[src/main_clock_pkg.sv]
package main_clock_pkg;
  // ----------------------------------------
  // Register indices (byte address = 4 * index)
  // ----------------------------------------
  localparam logic [7:0] CLOCK_CTRL_STATUS_IDX = 8'h2c;
  localparam logic [7:0] TONE_CTRL_IDX = 8'h2d;
  localparam int ADR_W = 10;
  // ----------------------------------------
  // Field positions of clock_ctrl_status and the tone register
  // ----------------------------------------
  localparam int CLOCK_OUT_SELECT_BIT = 7;
  localparam int SLOW_DIVIDER_LSB = 5;
  localparam int SLOW_MODE_SELECT_BIT = 4;
  localparam int TIME_BASE_LSB = 2;
  localparam int TICK_IRQ_ENABLE_BIT = 1;
  localparam int TICK_FLAG_BIT = 0;
  localparam int TONE_SELECT_LSB = 0;
  // ----------------------------------------
  // Reset values
  // ----------------------------------------
  localparam logic [7:0] CLOCK_CTRL_STATUS_RST = 8'h00;
  localparam logic [1:0] TONE_CTRL_RST = 2'h0;
  // ----------------------------------------
  // Timing counts in osc_clock cycles, and the rates in Hz they are worked out from
  // ----------------------------------------
  localparam int TB_DIV0 = 16000;
  localparam int TB_DIV1 = 32000;
  localparam int TB_DIV2 = 80000;
  localparam int TB_DIV3 = 200000;
  localparam int OSC_HZ = 8000000;
  localparam int TONE1_HZ = 2000;
  localparam int TONE2_HZ = 1000;
  localparam int TONE3_HZ = 500;
  localparam int TONE1_HALF = OSC_HZ / (2 * TONE1_HZ);
  localparam int TONE2_HALF = OSC_HZ / (2 * TONE2_HZ);
  localparam int TONE3_HALF = OSC_HZ / (2 * TONE3_HZ);
  // ----------------------------------------
  // Power states
  // ----------------------------------------
  typedef enum logic [2:0] {
    PWR_RUN = 3'b001,
    PWR_ACTIVE_HALT = 3'b010,
    PWR_HALT = 3'b100
  } pwr_state_t;
endpackage

[src/main_clock_ctrl_tick_tone.sv]
`timescale 1ns/100ps
// Notes on behaviour
// Tick period 16000/32000/80000/200000 by select
// New time base applies after current period
// Period end sets flag; status read clears
// Interrupt request only while enable set
// Halt with enable set gives active-halt
// Tick wakes wait and active-halt, not halt
// Wait mode leaves everything running
// Active-halt: counter runs, registers frozen
// Halt freezes all until halt-exit wake
// Clock-out select drives cpu clock out
// No clock-out during active-halt
// Slow divider gives osc/2, /4, /8, /16
// Slow mode off means cpu equals osc
// Tone off, ~2 kHz, ~1 kHz, ~500 Hz
// Tone keeps running in active-halt
// Software writes zero to reserved tone bits
// Software avoids bit set/clear on status
// Tick on clearing read keeps flag set
// Tone rate fixed from osc, not cpu
module main_clock_ctrl_tick_tone
  import main_clock_pkg::*;
#(
  parameter int TB_DIV_0 = TB_DIV0,
  parameter int TB_DIV_1 = TB_DIV1,
  parameter int TB_DIV_2 = TB_DIV2,
  parameter int TB_DIV_3 = TB_DIV3,
  parameter int TONE_HALF_1 = TONE1_HALF,
  parameter int TONE_HALF_2 = TONE2_HALF,
  parameter int TONE_HALF_3 = TONE3_HALF
)(
  input wire logic clk,               // Oscillator clock, undivided
  input wire logic rst_b,
  input wire logic [ADR_W-1:0] wb_adr_i,
  input wire logic [31:0] wb_dat_i,
  input wire logic [3:0] wb_sel_i,
  input wire logic wb_we_i,
  input wire logic wb_cyc_i,
  input wire logic wb_stb_i,
  output logic [31:0] wb_dat_o,
  output logic wb_ack_o,
  input wire logic waitMode,          // Core is in wait mode
  input wire logic haltExec,          // Halt instruction, one pulse
  input wire logic haltExitWake,      // Wake with halt-exit capability
  output logic tickIrq,               // Tick interrupt request level
  output logic cpuClkEn,              // One pulse per cpu clock
  output logic activeHalt,
  output logic fullHalt,
  output logic clockOutPin,
  output logic clockOutOe,
  output logic tonePin,
  output logic toneOe
);
  // ----------------------------------------
  // Elaboration checks
  // ----------------------------------------
  localparam int CW = 18;
  if (TB_DIV_0 < 2 || TB_DIV_3 >= (1 << CW) || TB_DIV_1 < 2 ||
      TB_DIV_2 < 2 || TB_DIV_1 >= (1 << CW) || TB_DIV_2 >= (1 << CW))
  begin : g_chk_tb
    $error("Time base divisions out of range");
  end
  if (TONE_HALF_1 < 1 || TONE_HALF_2 < 1 || TONE_HALF_3 < 1 ||
      TONE_HALF_1 >= (1 << 16) || TONE_HALF_2 >= (1 << 16) ||
      TONE_HALF_3 >= (1 << 16))
  begin : g_chk_tone
    $error("Tone divisions out of range");
  end

  // ----------------------------------------
  // Bus slave
  // ----------------------------------------
  logic ackD, ackQ;                   // Registered acknowledge
  logic [31:0] datD, datQ;            // Registered read data
  logic rdStatus;                     // Status read taken this edge
  logic wrStatus, wrTone;             // Writes taken this edge
  logic [7:0] statusView;             // Status as software sees it
  logic [7:0] csrQ;                   // Control bits, flag excluded
  logic [7:0] csrD;
  logic [1:0] toneSelQ, toneSelD;     // tone_select
  logic flagQ, flagD;                 // tick_flag
  logic frozen;                       // Registers frozen by halts
  logic tickEvt;                      // Time base period end

  // Answer one cycle after the request, drop ack the next cycle
  always_comb
  begin
    ackD = wb_cyc_i & wb_stb_i & ~ackQ;
    datD = 32'h0000_0000;
    rdStatus = 1'b0;
    wrStatus = 1'b0;
    wrTone = 1'b0;
    if (ackD)
    begin
      case (wb_adr_i)
        {CLOCK_CTRL_STATUS_IDX, 2'b00}:
        begin
          datD = {24'h00_0000, statusView};
          rdStatus = ~wb_we_i & ~frozen;
          wrStatus = wb_we_i & wb_sel_i[0] & ~frozen;
        end
        {TONE_CTRL_IDX, 2'b00}:
        begin
          // Reserved tone bits read back as zero
          datD = {30'h0000_0000, toneSelQ};
          wrTone = wb_we_i & wb_sel_i[0] & ~frozen;
        end
        default:
        begin
          // Unmapped: acked, reads zero, writes dropped
          datD = 32'h0000_0000;
        end
      endcase
    end
    if (wb_we_i)
    begin
      datD = 32'h0000_0000;
    end
  end

  always_ff @(posedge clk or negedge rst_b)
  begin
    if (!rst_b)
    begin
      ackQ <= 1'b0;
      datQ <= 32'h0000_0000;
    end
    else
    begin
      ackQ <= ackD;
      datQ <= datD;
    end
  end
  assign wb_ack_o = ackQ;
  assign wb_dat_o = datQ;

  // ----------------------------------------
  // Control and status registers
  // ----------------------------------------
  assign statusView = {csrQ[7:1], flagQ};

  // Writes land with the ack; the flag bit ignores writes
  always_comb
  begin
    csrD = csrQ;
    toneSelD = toneSelQ;
    flagD = flagQ;
    if (wrStatus)
    begin
      csrD = {wb_dat_i[7:1], 1'b0};
    end
    if (wrTone)
    begin
      toneSelD = wb_dat_i[TONE_SELECT_LSB +: 2];
    end
    // Read clears, but a tick in the same cycle wins
    if (rdStatus)
    begin
      flagD = 1'b0;
    end
    if (tickEvt)
    begin
      flagD = 1'b1;
    end
  end

  always_ff @(posedge clk or negedge rst_b)
  begin
    if (!rst_b)
    begin
      csrQ <= {CLOCK_CTRL_STATUS_RST[7:1], 1'b0};
      toneSelQ <= TONE_CTRL_RST;
      flagQ <= CLOCK_CTRL_STATUS_RST[TICK_FLAG_BIT];
    end
    else
    begin
      csrQ <= csrD;
      toneSelQ <= toneSelD;
      flagQ <= flagD;
    end
  end

  logic clockOutSel, slowMode, irqEn;
  logic [1:0] slowDiv, tbSel;
  assign clockOutSel = csrQ[CLOCK_OUT_SELECT_BIT];
  assign slowDiv = csrQ[SLOW_DIVIDER_LSB +: 2];
  assign slowMode = csrQ[SLOW_MODE_SELECT_BIT];
  assign tbSel = csrQ[TIME_BASE_LSB +: 2];
  assign irqEn = csrQ[TICK_IRQ_ENABLE_BIT];

  // ----------------------------------------
  // Power state
  // ----------------------------------------
  pwr_state_t pwrQ, pwrD;
  logic irqD, irqQ;

  // Wait mode is not tracked: nothing here changes in it
  always_comb
  begin
    pwrD = pwrQ;
    irqD = flagQ & irqEn;
    case (pwrQ)
      PWR_RUN:
      begin
        if (haltExec)
        begin
          // Enable chooses active-halt over full halt
          pwrD = irqEn ? PWR_ACTIVE_HALT : PWR_HALT;
        end
      end
      PWR_ACTIVE_HALT:
      begin
        // Tick request or any halt-exit wake ends it
        if ((flagQ & irqEn) | haltExitWake)
        begin
          pwrD = PWR_RUN;
        end
      end
      PWR_HALT:
      begin
        // Tick cannot arrive here: its counter is stopped
        if (haltExitWake)
        begin
          pwrD = PWR_RUN;
        end
      end
      default:
      begin
        pwrD = PWR_RUN;
      end
    endcase
  end

  always_ff @(posedge clk or negedge rst_b)
  begin
    if (!rst_b)
    begin
      pwrQ <= PWR_RUN;
      irqQ <= 1'b0;
    end
    else
    begin
      pwrQ <= pwrD;
      irqQ <= irqD;
    end
  end
  assign frozen = pwrQ != PWR_RUN;
  assign tickIrq = irqQ;
  // One-hot state bits, so these come straight from the flops
  assign activeHalt = pwrQ[1];
  assign fullHalt = pwrQ[2];
  // waitMode needs no action; read to document intent
  logic unusedWait;
  assign unusedWait = waitMode;

  // ----------------------------------------
  // Time base counter
  // ----------------------------------------
  logic [CW-1:0] tbCntQ, tbCntD;
  logic [1:0] tbActQ, tbActD;         // Time base in force
  logic [CW-1:0] tbLast;

  // Last count of the period now running
  always_comb
  begin
    case (tbActQ)
      2'b00: tbLast = CW'(TB_DIV_0 - 1);
      2'b01: tbLast = CW'(TB_DIV_1 - 1);
      2'b10: tbLast = CW'(TB_DIV_2 - 1);
      default: tbLast = CW'(TB_DIV_3 - 1);
    endcase
  end

  // Stops only in full halt; a new select waits for the wrap
  always_comb
  begin
    tbCntD = tbCntQ;
    tbActD = tbActQ;
    tickEvt = 1'b0;
    if (pwrQ != PWR_HALT)
    begin
      if (tbCntQ >= tbLast)
      begin
        tbCntD = '0;
        tickEvt = 1'b1;
        tbActD = tbSel;
      end
      else
      begin
        tbCntD = tbCntQ + CW'(1);
      end
    end
  end

  always_ff @(posedge clk or negedge rst_b)
  begin
    if (!rst_b)
    begin
      tbCntQ <= '0;
      tbActQ <= CLOCK_CTRL_STATUS_RST[TIME_BASE_LSB +: 2];
    end
    else
    begin
      tbCntQ <= tbCntD;
      tbActQ <= tbActD;
    end
  end

  // ----------------------------------------
  // Cpu clock divider and clock-out pin
  // ----------------------------------------
  logic [3:0] cpuCntQ, cpuCntD;
  logic [3:0] cpuLast;
  logic cpuEnD, cpuEnQ;
  logic coPinD, coPinQ, coOeD, coOeQ;

  // Enable pulse per cpu clock; pin toggles each pulse,
  // so the pin shows half the cpu rate (a flop cannot
  // forward the oscillator itself)
  always_comb
  begin
    case (slowDiv)
      2'b00: cpuLast = 4'h1;
      2'b01: cpuLast = 4'h3;
      2'b10: cpuLast = 4'h7;
      default: cpuLast = 4'hf;
    endcase
    if (!slowMode)
    begin
      cpuLast = 4'h0;
    end
    cpuCntD = cpuCntQ + 4'h1;
    cpuEnD = 1'b0;
    if (cpuCntQ >= cpuLast)
    begin
      cpuCntD = 4'h0;
      cpuEnD = pwrQ == PWR_RUN;
    end
    coOeD = clockOutSel;
    coPinD = coPinQ;
    if (!clockOutSel || pwrQ == PWR_ACTIVE_HALT)
    begin
      coPinD = 1'b0;
    end
    else if (cpuEnD)
    begin
      coPinD = ~coPinQ;
    end
  end

  always_ff @(posedge clk or negedge rst_b)
  begin
    if (!rst_b)
    begin
      cpuCntQ <= 4'h0;
      cpuEnQ <= 1'b0;
      coPinQ <= 1'b0;
      coOeQ <= 1'b0;
    end
    else
    begin
      cpuCntQ <= cpuCntD;
      cpuEnQ <= cpuEnD;
      coPinQ <= coPinD;
      coOeQ <= coOeD;
    end
  end
  assign cpuClkEn = cpuEnQ;
  assign clockOutPin = coPinQ;
  assign clockOutOe = coOeQ;

  // ----------------------------------------
  // Tone generator
  // ----------------------------------------
  logic [15:0] toneCntQ, toneCntD, toneLast;
  logic tonePinD, tonePinQ, toneOeD, toneOeQ;

  // Fixed divide of osc clock; keeps running in active-halt
  always_comb
  begin
    case (toneSelQ)
      2'b01: toneLast = 16'(TONE_HALF_1 - 1);
      2'b10: toneLast = 16'(TONE_HALF_2 - 1);
      default: toneLast = 16'(TONE_HALF_3 - 1);
    endcase
    toneCntD = toneCntQ;
    tonePinD = tonePinQ;
    toneOeD = toneSelQ != 2'b00;
    if (toneSelQ == 2'b00)
    begin
      toneCntD = 16'h0000;
      tonePinD = 1'b0;
    end
    else if (pwrQ != PWR_HALT)
    begin
      if (toneCntQ >= toneLast)
      begin
        toneCntD = 16'h0000;
        tonePinD = ~tonePinQ;
      end
      else
      begin
        toneCntD = toneCntQ + 16'h0001;
      end
    end
  end

  always_ff @(posedge clk or negedge rst_b)
  begin
    if (!rst_b)
    begin
      toneCntQ <= 16'h0000;
      tonePinQ <= 1'b0;
      toneOeQ <= 1'b0;
    end
    else
    begin
      toneCntQ <= toneCntD;
      tonePinQ <= tonePinD;
      toneOeQ <= toneOeD;
    end
  end
  assign tonePin = tonePinQ;
  assign toneOe = toneOeQ;
endmodule

[config.mk]
export PLATFORM = sky130hd
export DESIGN_NAME = main_clock_ctrl_tick_tone
export DESIGN_NICKNAME = d
export VERILOG_FILES = /design/src/main_clock_pkg.sv /design/src/main_clock_ctrl_tick_tone.sv
export SDC_FILE = /design/constraint.sdc
export NUM_CORES = 1
export LEC_CHECK = 0
export ABC_AREA = 1
export BUFFER_PORTS_ARGS = -buffer_cell sky130_fd_sc_hd__buf_2
export CORE_UTILIZATION = 45
export DETAILED_ROUTE_END_ITERATION = 12
export GPL_TIMING_DRIVEN = 0
export PLACE_DENSITY_LB_ADDON = 0.3
export SYNTH_ARGS = -nofsm -noshare
export SYNTH_HDL_FRONTEND = slang
export SYNTH_SLANG_ARGS = --single-unit
[constraint.sdc]
create_clock -name clk -period 2.6 [get_ports clk]
set_clock_uncertainty 0.05 [all_clocks]
set_input_delay 0.78 -clock clk [delete_from_list [all_inputs] [get_ports clk]]
set_output_delay 0.78 -clock clk [all_outputs]
set_load 0.01 [all_outputs]
======== Word-level counts from Yosys, hierarchy flattened ========
Cells that the tools add are included.
storage, ports and cells
  bits in registers ....................... 92
  bits of input ports ..................... 54
  RAM bits ................................ 0
  memories kept ........................... 0
  ROM bits ................................ 0
  output and inout port bits .............. 41
  latch bits .............................. 0
  logic and storage cells ................. 96
operators by class
  bitwise logic cells ..................... 12
  add/sub/neg operators ................... 3
  divide/modulo/power cells ............... 0
  reduce and logical (&&, ||, !) cells .... 13
  shift-type cells ........................ 0
  order comparisons ....................... 3
  multiplexer cells ....................... 33
  equal/unequal tests ..................... 16
  multipliers ............................. 0
operator list
  operator                 number
  $mux W32                 2
  $pmux W18 S3             1
  $mux W16                 3
  $pmux W13 S2             1
  $eq A10 B8 Y1 const B    2
  $add A18 B1 Y18 const B  1
  $ge A18 B18 Y1           1
  $mux W18                 1
  $add A16 B1 Y16 const B  1
  $ge A16 B16 Y1           1
  $mux W1                  16
  $pmux W8 S2              1
  $mux W3                  4
  $pmux W4 S3              1
  $reduce_bool A2 Y1       5
  $pmux W3 S3              1
  $mux W4                  2
  $and A1 B1 Y1            6
  $eq A2 B1 Y1 const B     3
  $eq A2 B2 Y1 const B     3
  $logic_not A2 Y1         3
  $ne A2 B2 Y1 const B     3
  $not A1 Y1               5
  $add A4 B1 Y4 const B    1
  11 further kinds         12

======== Depth between registers and ports, before layout ========
  word-level depth ........................ 7
  gate-level depth with buffers ........... 13
  gate-level depth less buffers ........... 12

======== Worst setup path before layout ========
No wires, ideal clock.
  kind .................................... reg2reg
  start ................................... register tbActQ[1]
  end ..................................... register tbCntQ[10]
  slack ................................... 0.630 ns
  stages on the path, launching flop included .. 13
  arrival ................................. 1.792 ns
  data required time ...................... 2.422 ns
  period minus slack after synthesis ...... 1.970 ns
  cell sequence ........................... dfrtp_1 > or2_2 > ha_1 > nand2_1 > inv_1 > nand3_1 > nor2_2 > nand3_2 > nand3_4 > nand2_4 > inv_6 > buf_12 > nor2_4
on the way
  cells in the longest elaborated chain, start to end .. 4
  elaborated cells between the ends (all ways) .. 6
  those cells by class .................... order compare (1); eq/ne (2); mux (2); reduce/logical (1)
RTL lines
  element                                     line                              text
  from (decl)                                 main_clock_ctrl_tick_tone.sv:261  logic [1:0] tbActQ, tbActD;
  from (signal assigned)                      main_clock_ctrl_tick_tone.sv:301  tbActQ <= CLOCK_CTRL_STATUS_RST[TIME_BASE_LSB +: 2];
  from (signal assigned)                      main_clock_ctrl_tick_tone.sv:306  tbActQ <= tbActD;
  $eq A2 B2 Y1, or another cell as far along  main_clock_ctrl_tick_tone.sv:267  case (tbActQ)
  $pmux W18 S3 *                              main_clock_ctrl_tick_tone.sv:267
  $ge A18 B18 Y1 *                            main_clock_ctrl_tick_tone.sv:283  if (tbCntQ >= tbLast)
  $mux W18 *                                  main_clock_ctrl_tick_tone.sv:283
  to (signal assigned)                        main_clock_ctrl_tick_tone.sv:305  tbCntQ <= tbCntD;
  to (decl)                                   main_clock_ctrl_tick_tone.sv:260  logic [CW-1:0] tbCntQ, tbCntD;
Mark *: on every way between the ends. The rest lies on a longest branch, timed or not.
A chain may end at the register's enable or synchronous reset.

======== Worst setup path after layout ========
  start ................................... register toneSelQ[0]
  end ..................................... register toneCntQ[13]
on the way
  cells in the longest elaborated chain, start to end .. 6
  elaborated cells between the ends (all ways) .. 9
  those cells by class .................... order compare (1); eq/ne (2); mux (4); reduce/logical (2)
RTL lines
  element                                       line                              text
  from (decl)                                   main_clock_ctrl_tick_tone.sv:81   logic [1:0] toneSelQ, toneSelD;
  from (signal assigned)                        main_clock_ctrl_tick_tone.sv:179  toneSelQ <= toneSelD;
  $eq A2 B2 Y1 or $eq A2 B1 Y1 (tied branches)  main_clock_ctrl_tick_tone.sv:382  case (toneSelQ)
  $pmux W13 S2                                  main_clock_ctrl_tick_tone.sv:382
  $ge A16 B16 Y1                                main_clock_ctrl_tick_tone.sv:397  if (toneCntQ >= toneLast)
  $mux W16                                      main_clock_ctrl_tick_tone.sv:397
  $mux W16                                      main_clock_ctrl_tick_tone.sv:395  else if (pwrQ != PWR_HALT)
  $mux W16                                      main_clock_ctrl_tick_tone.sv:390  if (toneSelQ == 2'b00)
  to (signal assigned)                          main_clock_ctrl_tick_tone.sv:419  toneCntQ <= toneCntD;
  to (decl)                                     main_clock_ctrl_tick_tone.sv:376  logic [15:0] toneCntQ, toneCntD, toneLast;
Parallel ways exist; a longest one is shown, timed or not. The select of a mux whose other input is x is not followed.

==> impl_metrics.tcl <==
set metrics [dict create \
    status "completed" \
    core.rowCount 34 \
    dp_hpwl_microns 6030 \
    totalNegativeSetupSlack_ns 0 \
    cts_root_buf "clkbuf_8" \
    grt_max_degree 69 \
    routed_wl_microns 7920 \
    ir_drop_uv 257 \
    max_cap_viol_count 0 \
    routabilityCongestion 0.890 \
    diodes 0 \
    synth_common_cells "nand2_1 (105), dfrtp_1 (67), nor2_1 (60)" \
    grt_pass1_wl_microns 13500 \
    vias_per_cell 4.82 \
    p_leak_nw 2.38 \
    post_cts_resize_count 0 \
    async_flop_share_pct 100 \
    drc 0 \
    synth_warnings 0 \
    critPathMaxFanout 10 \
    cpPeakStageDelay_ns 0.42 \
    min_period_ns 2.30 \
    cts.sinks 68 \
    n_fill_cell 883 \
    cp_data_required_time_ns 2.83 \
    cts_max_level 3 \
    setup_viol 0 \
    num-nets-final 639 \
    ctsHoldBuffers 0 \
    tritoncts "done" \
    slowest_stage "dfrtp_1" \
    port_buffers 42 \
    drv_slew 0 \
    die_w_microns 96.5 \
    wire_per_inst_microns 11.7 \
    area_growth_pct 15.0 \
    finalCritPeriodShare_pct 88.6 \
    io_pins 95 \
    fp.dieH_microns 96.5 \
    grt_pass1_vias 3094 \
    path_cells "inv_1 -> ha_1 -> inv_1 -> ha_1 -> nand2_1 -> o21bai_1 -> nand2_1 -> o21ai_1 -> nand2_1 -> nand2_1 -> inv_2 -> nor2_1" \
    multi_input_area_sq_um 1930 \
    clkLatencyLatePin_ns 0.35 \
    die_area_sq_um 9320 \
    start_util_pct 46.3 \
    timing.hold.ws_ns 0.425 \
    max_freq_mhz 434 \
    synth_top_area_cell "dfrtp_1" \
    synth_enable_flop_cells 0 \
    grt_setup_unrepaired "no" \
    postCtsSetupBuffers 0 \
    ys_ff_latch 68 \
    vias 3256 \
    grtUsageTotal_pct 19.1 \
    hold_class "register to register" \
    critPathLaunchType "register" \
    worstSetupPathType "register to register" \
    synth_cells 487 \
    avgSynthCellArea_sq_um 8.26 \
    clockBufferDepth 2 \
    cts.reportedPaths.clkPinSlew_ns 0.08 \
    firstDrtPassIters 4 \
    setup.worst_path.end_class "register" \
    cellPowerDensity_nw_per_um2 526 \
    path_common_cell "nand2_1" \
    synth_area_sq_um 4020 \
    drtIter0Drc 132 \
    hold_viol_final 0 \
    tightest_slew_ns 0.837 \
    drive_gt1_share_pct 22.2 \
    core_area_sq_um 8680 \
    grt.overflow.total 0 \
    numCtsBuffers 9 \
    ys_seq_area_share_pct 42.3 \
    synthDominantCellAreaShare_pct 41.7 \
    yosysMostFrequentCell "nand2_1" \
    ys.flop_type "dfrtp_1" \
    antenna_left 0 \
    max_slew_margin_pct 44.2 \
    antenna_found_initial 0 \
    synth_cell_type_count 36 \
    final-seq-area_sq_um 1700 \
    yosys-top-cells-area "dfrtp_1 (42%), nand2_1 (9.8%), ha_1 (6.8%), nor2_1 (5.6%), inv_1 (5.5%)" \
    worst-endpoint-arrival_ns 2.53 \
]
==> layout by cell type (no fill, tap or decap), types with 3 or more instances in the layout <==
| master | synthesis | final |
|---|---|---|
| buf_2 | 1 | 42 |
| xnor2_1 | 6 | 6 |
| nor2_4 | 12 | 12 |
| inv_2 | 4 | 4 |
| nand4_1 | 17 | 17 |
| clkinv_2 | 1 | 5 |
| o21ai_0 | 14 | 14 |
| conb_1 | 1 | 24 |
| xor2_1 | 15 | 15 |
| clkbuf_8 | 0 | 9 |
| nor2_1 | 60 | 60 |
| nand2_1 | 105 | 105 |
| dfrtp_1 | 67 | 67 |
| buf_4 | 26 | 27 |
| ha_1 | 22 | 22 |
| o21ai_1 | 3 | 3 |
| nand2_2 | 7 | 7 |
| nand3_1 | 31 | 31 |
| nor2_2 | 5 | 5 |
| inv_1 | 59 | 59 |
| a21oi_1 | 6 | 6 |
| nor3_1 | 7 | 7 |
==> metal layers <==
metal / track usage (%) / up-vias / wire, microns / share of wire, %
li1: - / 1639 / - / -
met1: 23.7 / 1518 / 3530 / 44
met2: 31.8 / 88 / 3870 / 49
met3: 3.83 / 11 / 376 / 4.7
met4: 9.44 / 0 / 148 / 1.9
met5: 0 / - / 0 / 0
==> state kept, by name, summed over array words and instances (netlist names), 2 cells and up <==
register,count
csrQ,7
toneSelQ,2
toneCntQ,16
wb_dat_o,8
tbActQ,2
tbCntQ,18
cpuCntQ,4
pwrQ,3
==> area by class of cell <==
cell class                 instances  area share, %
multi-input combinational        348           41.8
sequential                        68           36.8
clock buffer                       9           2.68
clock inverter                     7          0.947
buffer                            28           4.76
inverter                          66           5.49
timing repair buffer              42           4.60
tap                              108           2.92
==> power breakdown <==
group	total [mW]	internal (mW)	switching, mW
combinational	0.451	0.180	0.271
sequential	1.22	1.14	0.0709
clock	0.767	0.340	0.427
total	2.43	1.66	0.768
==> through the flow <==
stage               setup WS (ns)  util (%)  cells  area, sq um  power, mW
global route                0.108      53.3    676         4620       2.58
global placement            0.397      51.3    660         4450       1.67
detailed placement          0.328      51.3    660         4460       1.69
finish                      0.297      53.3    676         4620       2.43
CTS                         0.319      53.3    676         4620       2.46
floorplan                   0.630         -    510         4110       1.55
==> worst paths after layout <==
path / startpoint / endpoint / slack (ns) / cells after the start
setup / recovery: toneSelQ[0] / toneCntQ[13] / 0.30 / 12
hold / removal: csrQ[7] / clockOutOe / 0.43 / 0
setup reg to reg: toneSelQ[0] / toneCntQ[13] / 0.30 / 12
hold reg to reg: csrQ[7] / clockOutOe / 0.43 / 0
max in group asynchronous: rst_b / csrQ[1] / 1.48 / 1
min in group asynchronous: rst_b / toneCntQ[7] / 0.46 / 1
==> kinds of logic after synthesis <==
family                   Yosys count  synth area share [%]
XOR/XNOR                          21                  4.57
AND/OR/NAND/NOR                  252                  30.2
other                              1                0.0933
flip-flops                        68                  42.3
buffers and inverters             94                  11.8
AO/OA/AOI/OAI                     29                  4.17
adder cells (fa/ha/maj)           22                  6.84
==> critical path, delay by kind of cell (launching register included) <==
family | cells | cell delay, ns
adders and majority gates | 2 | 0.65
and+or+nand+nor | 5 | 0.57
DFF | 1 | 0.42
AOI/OAI and AO/OA | 2 | 0.29
buffers and inverters | 3 | 0.26
Power figures use the tool's default switching activity.
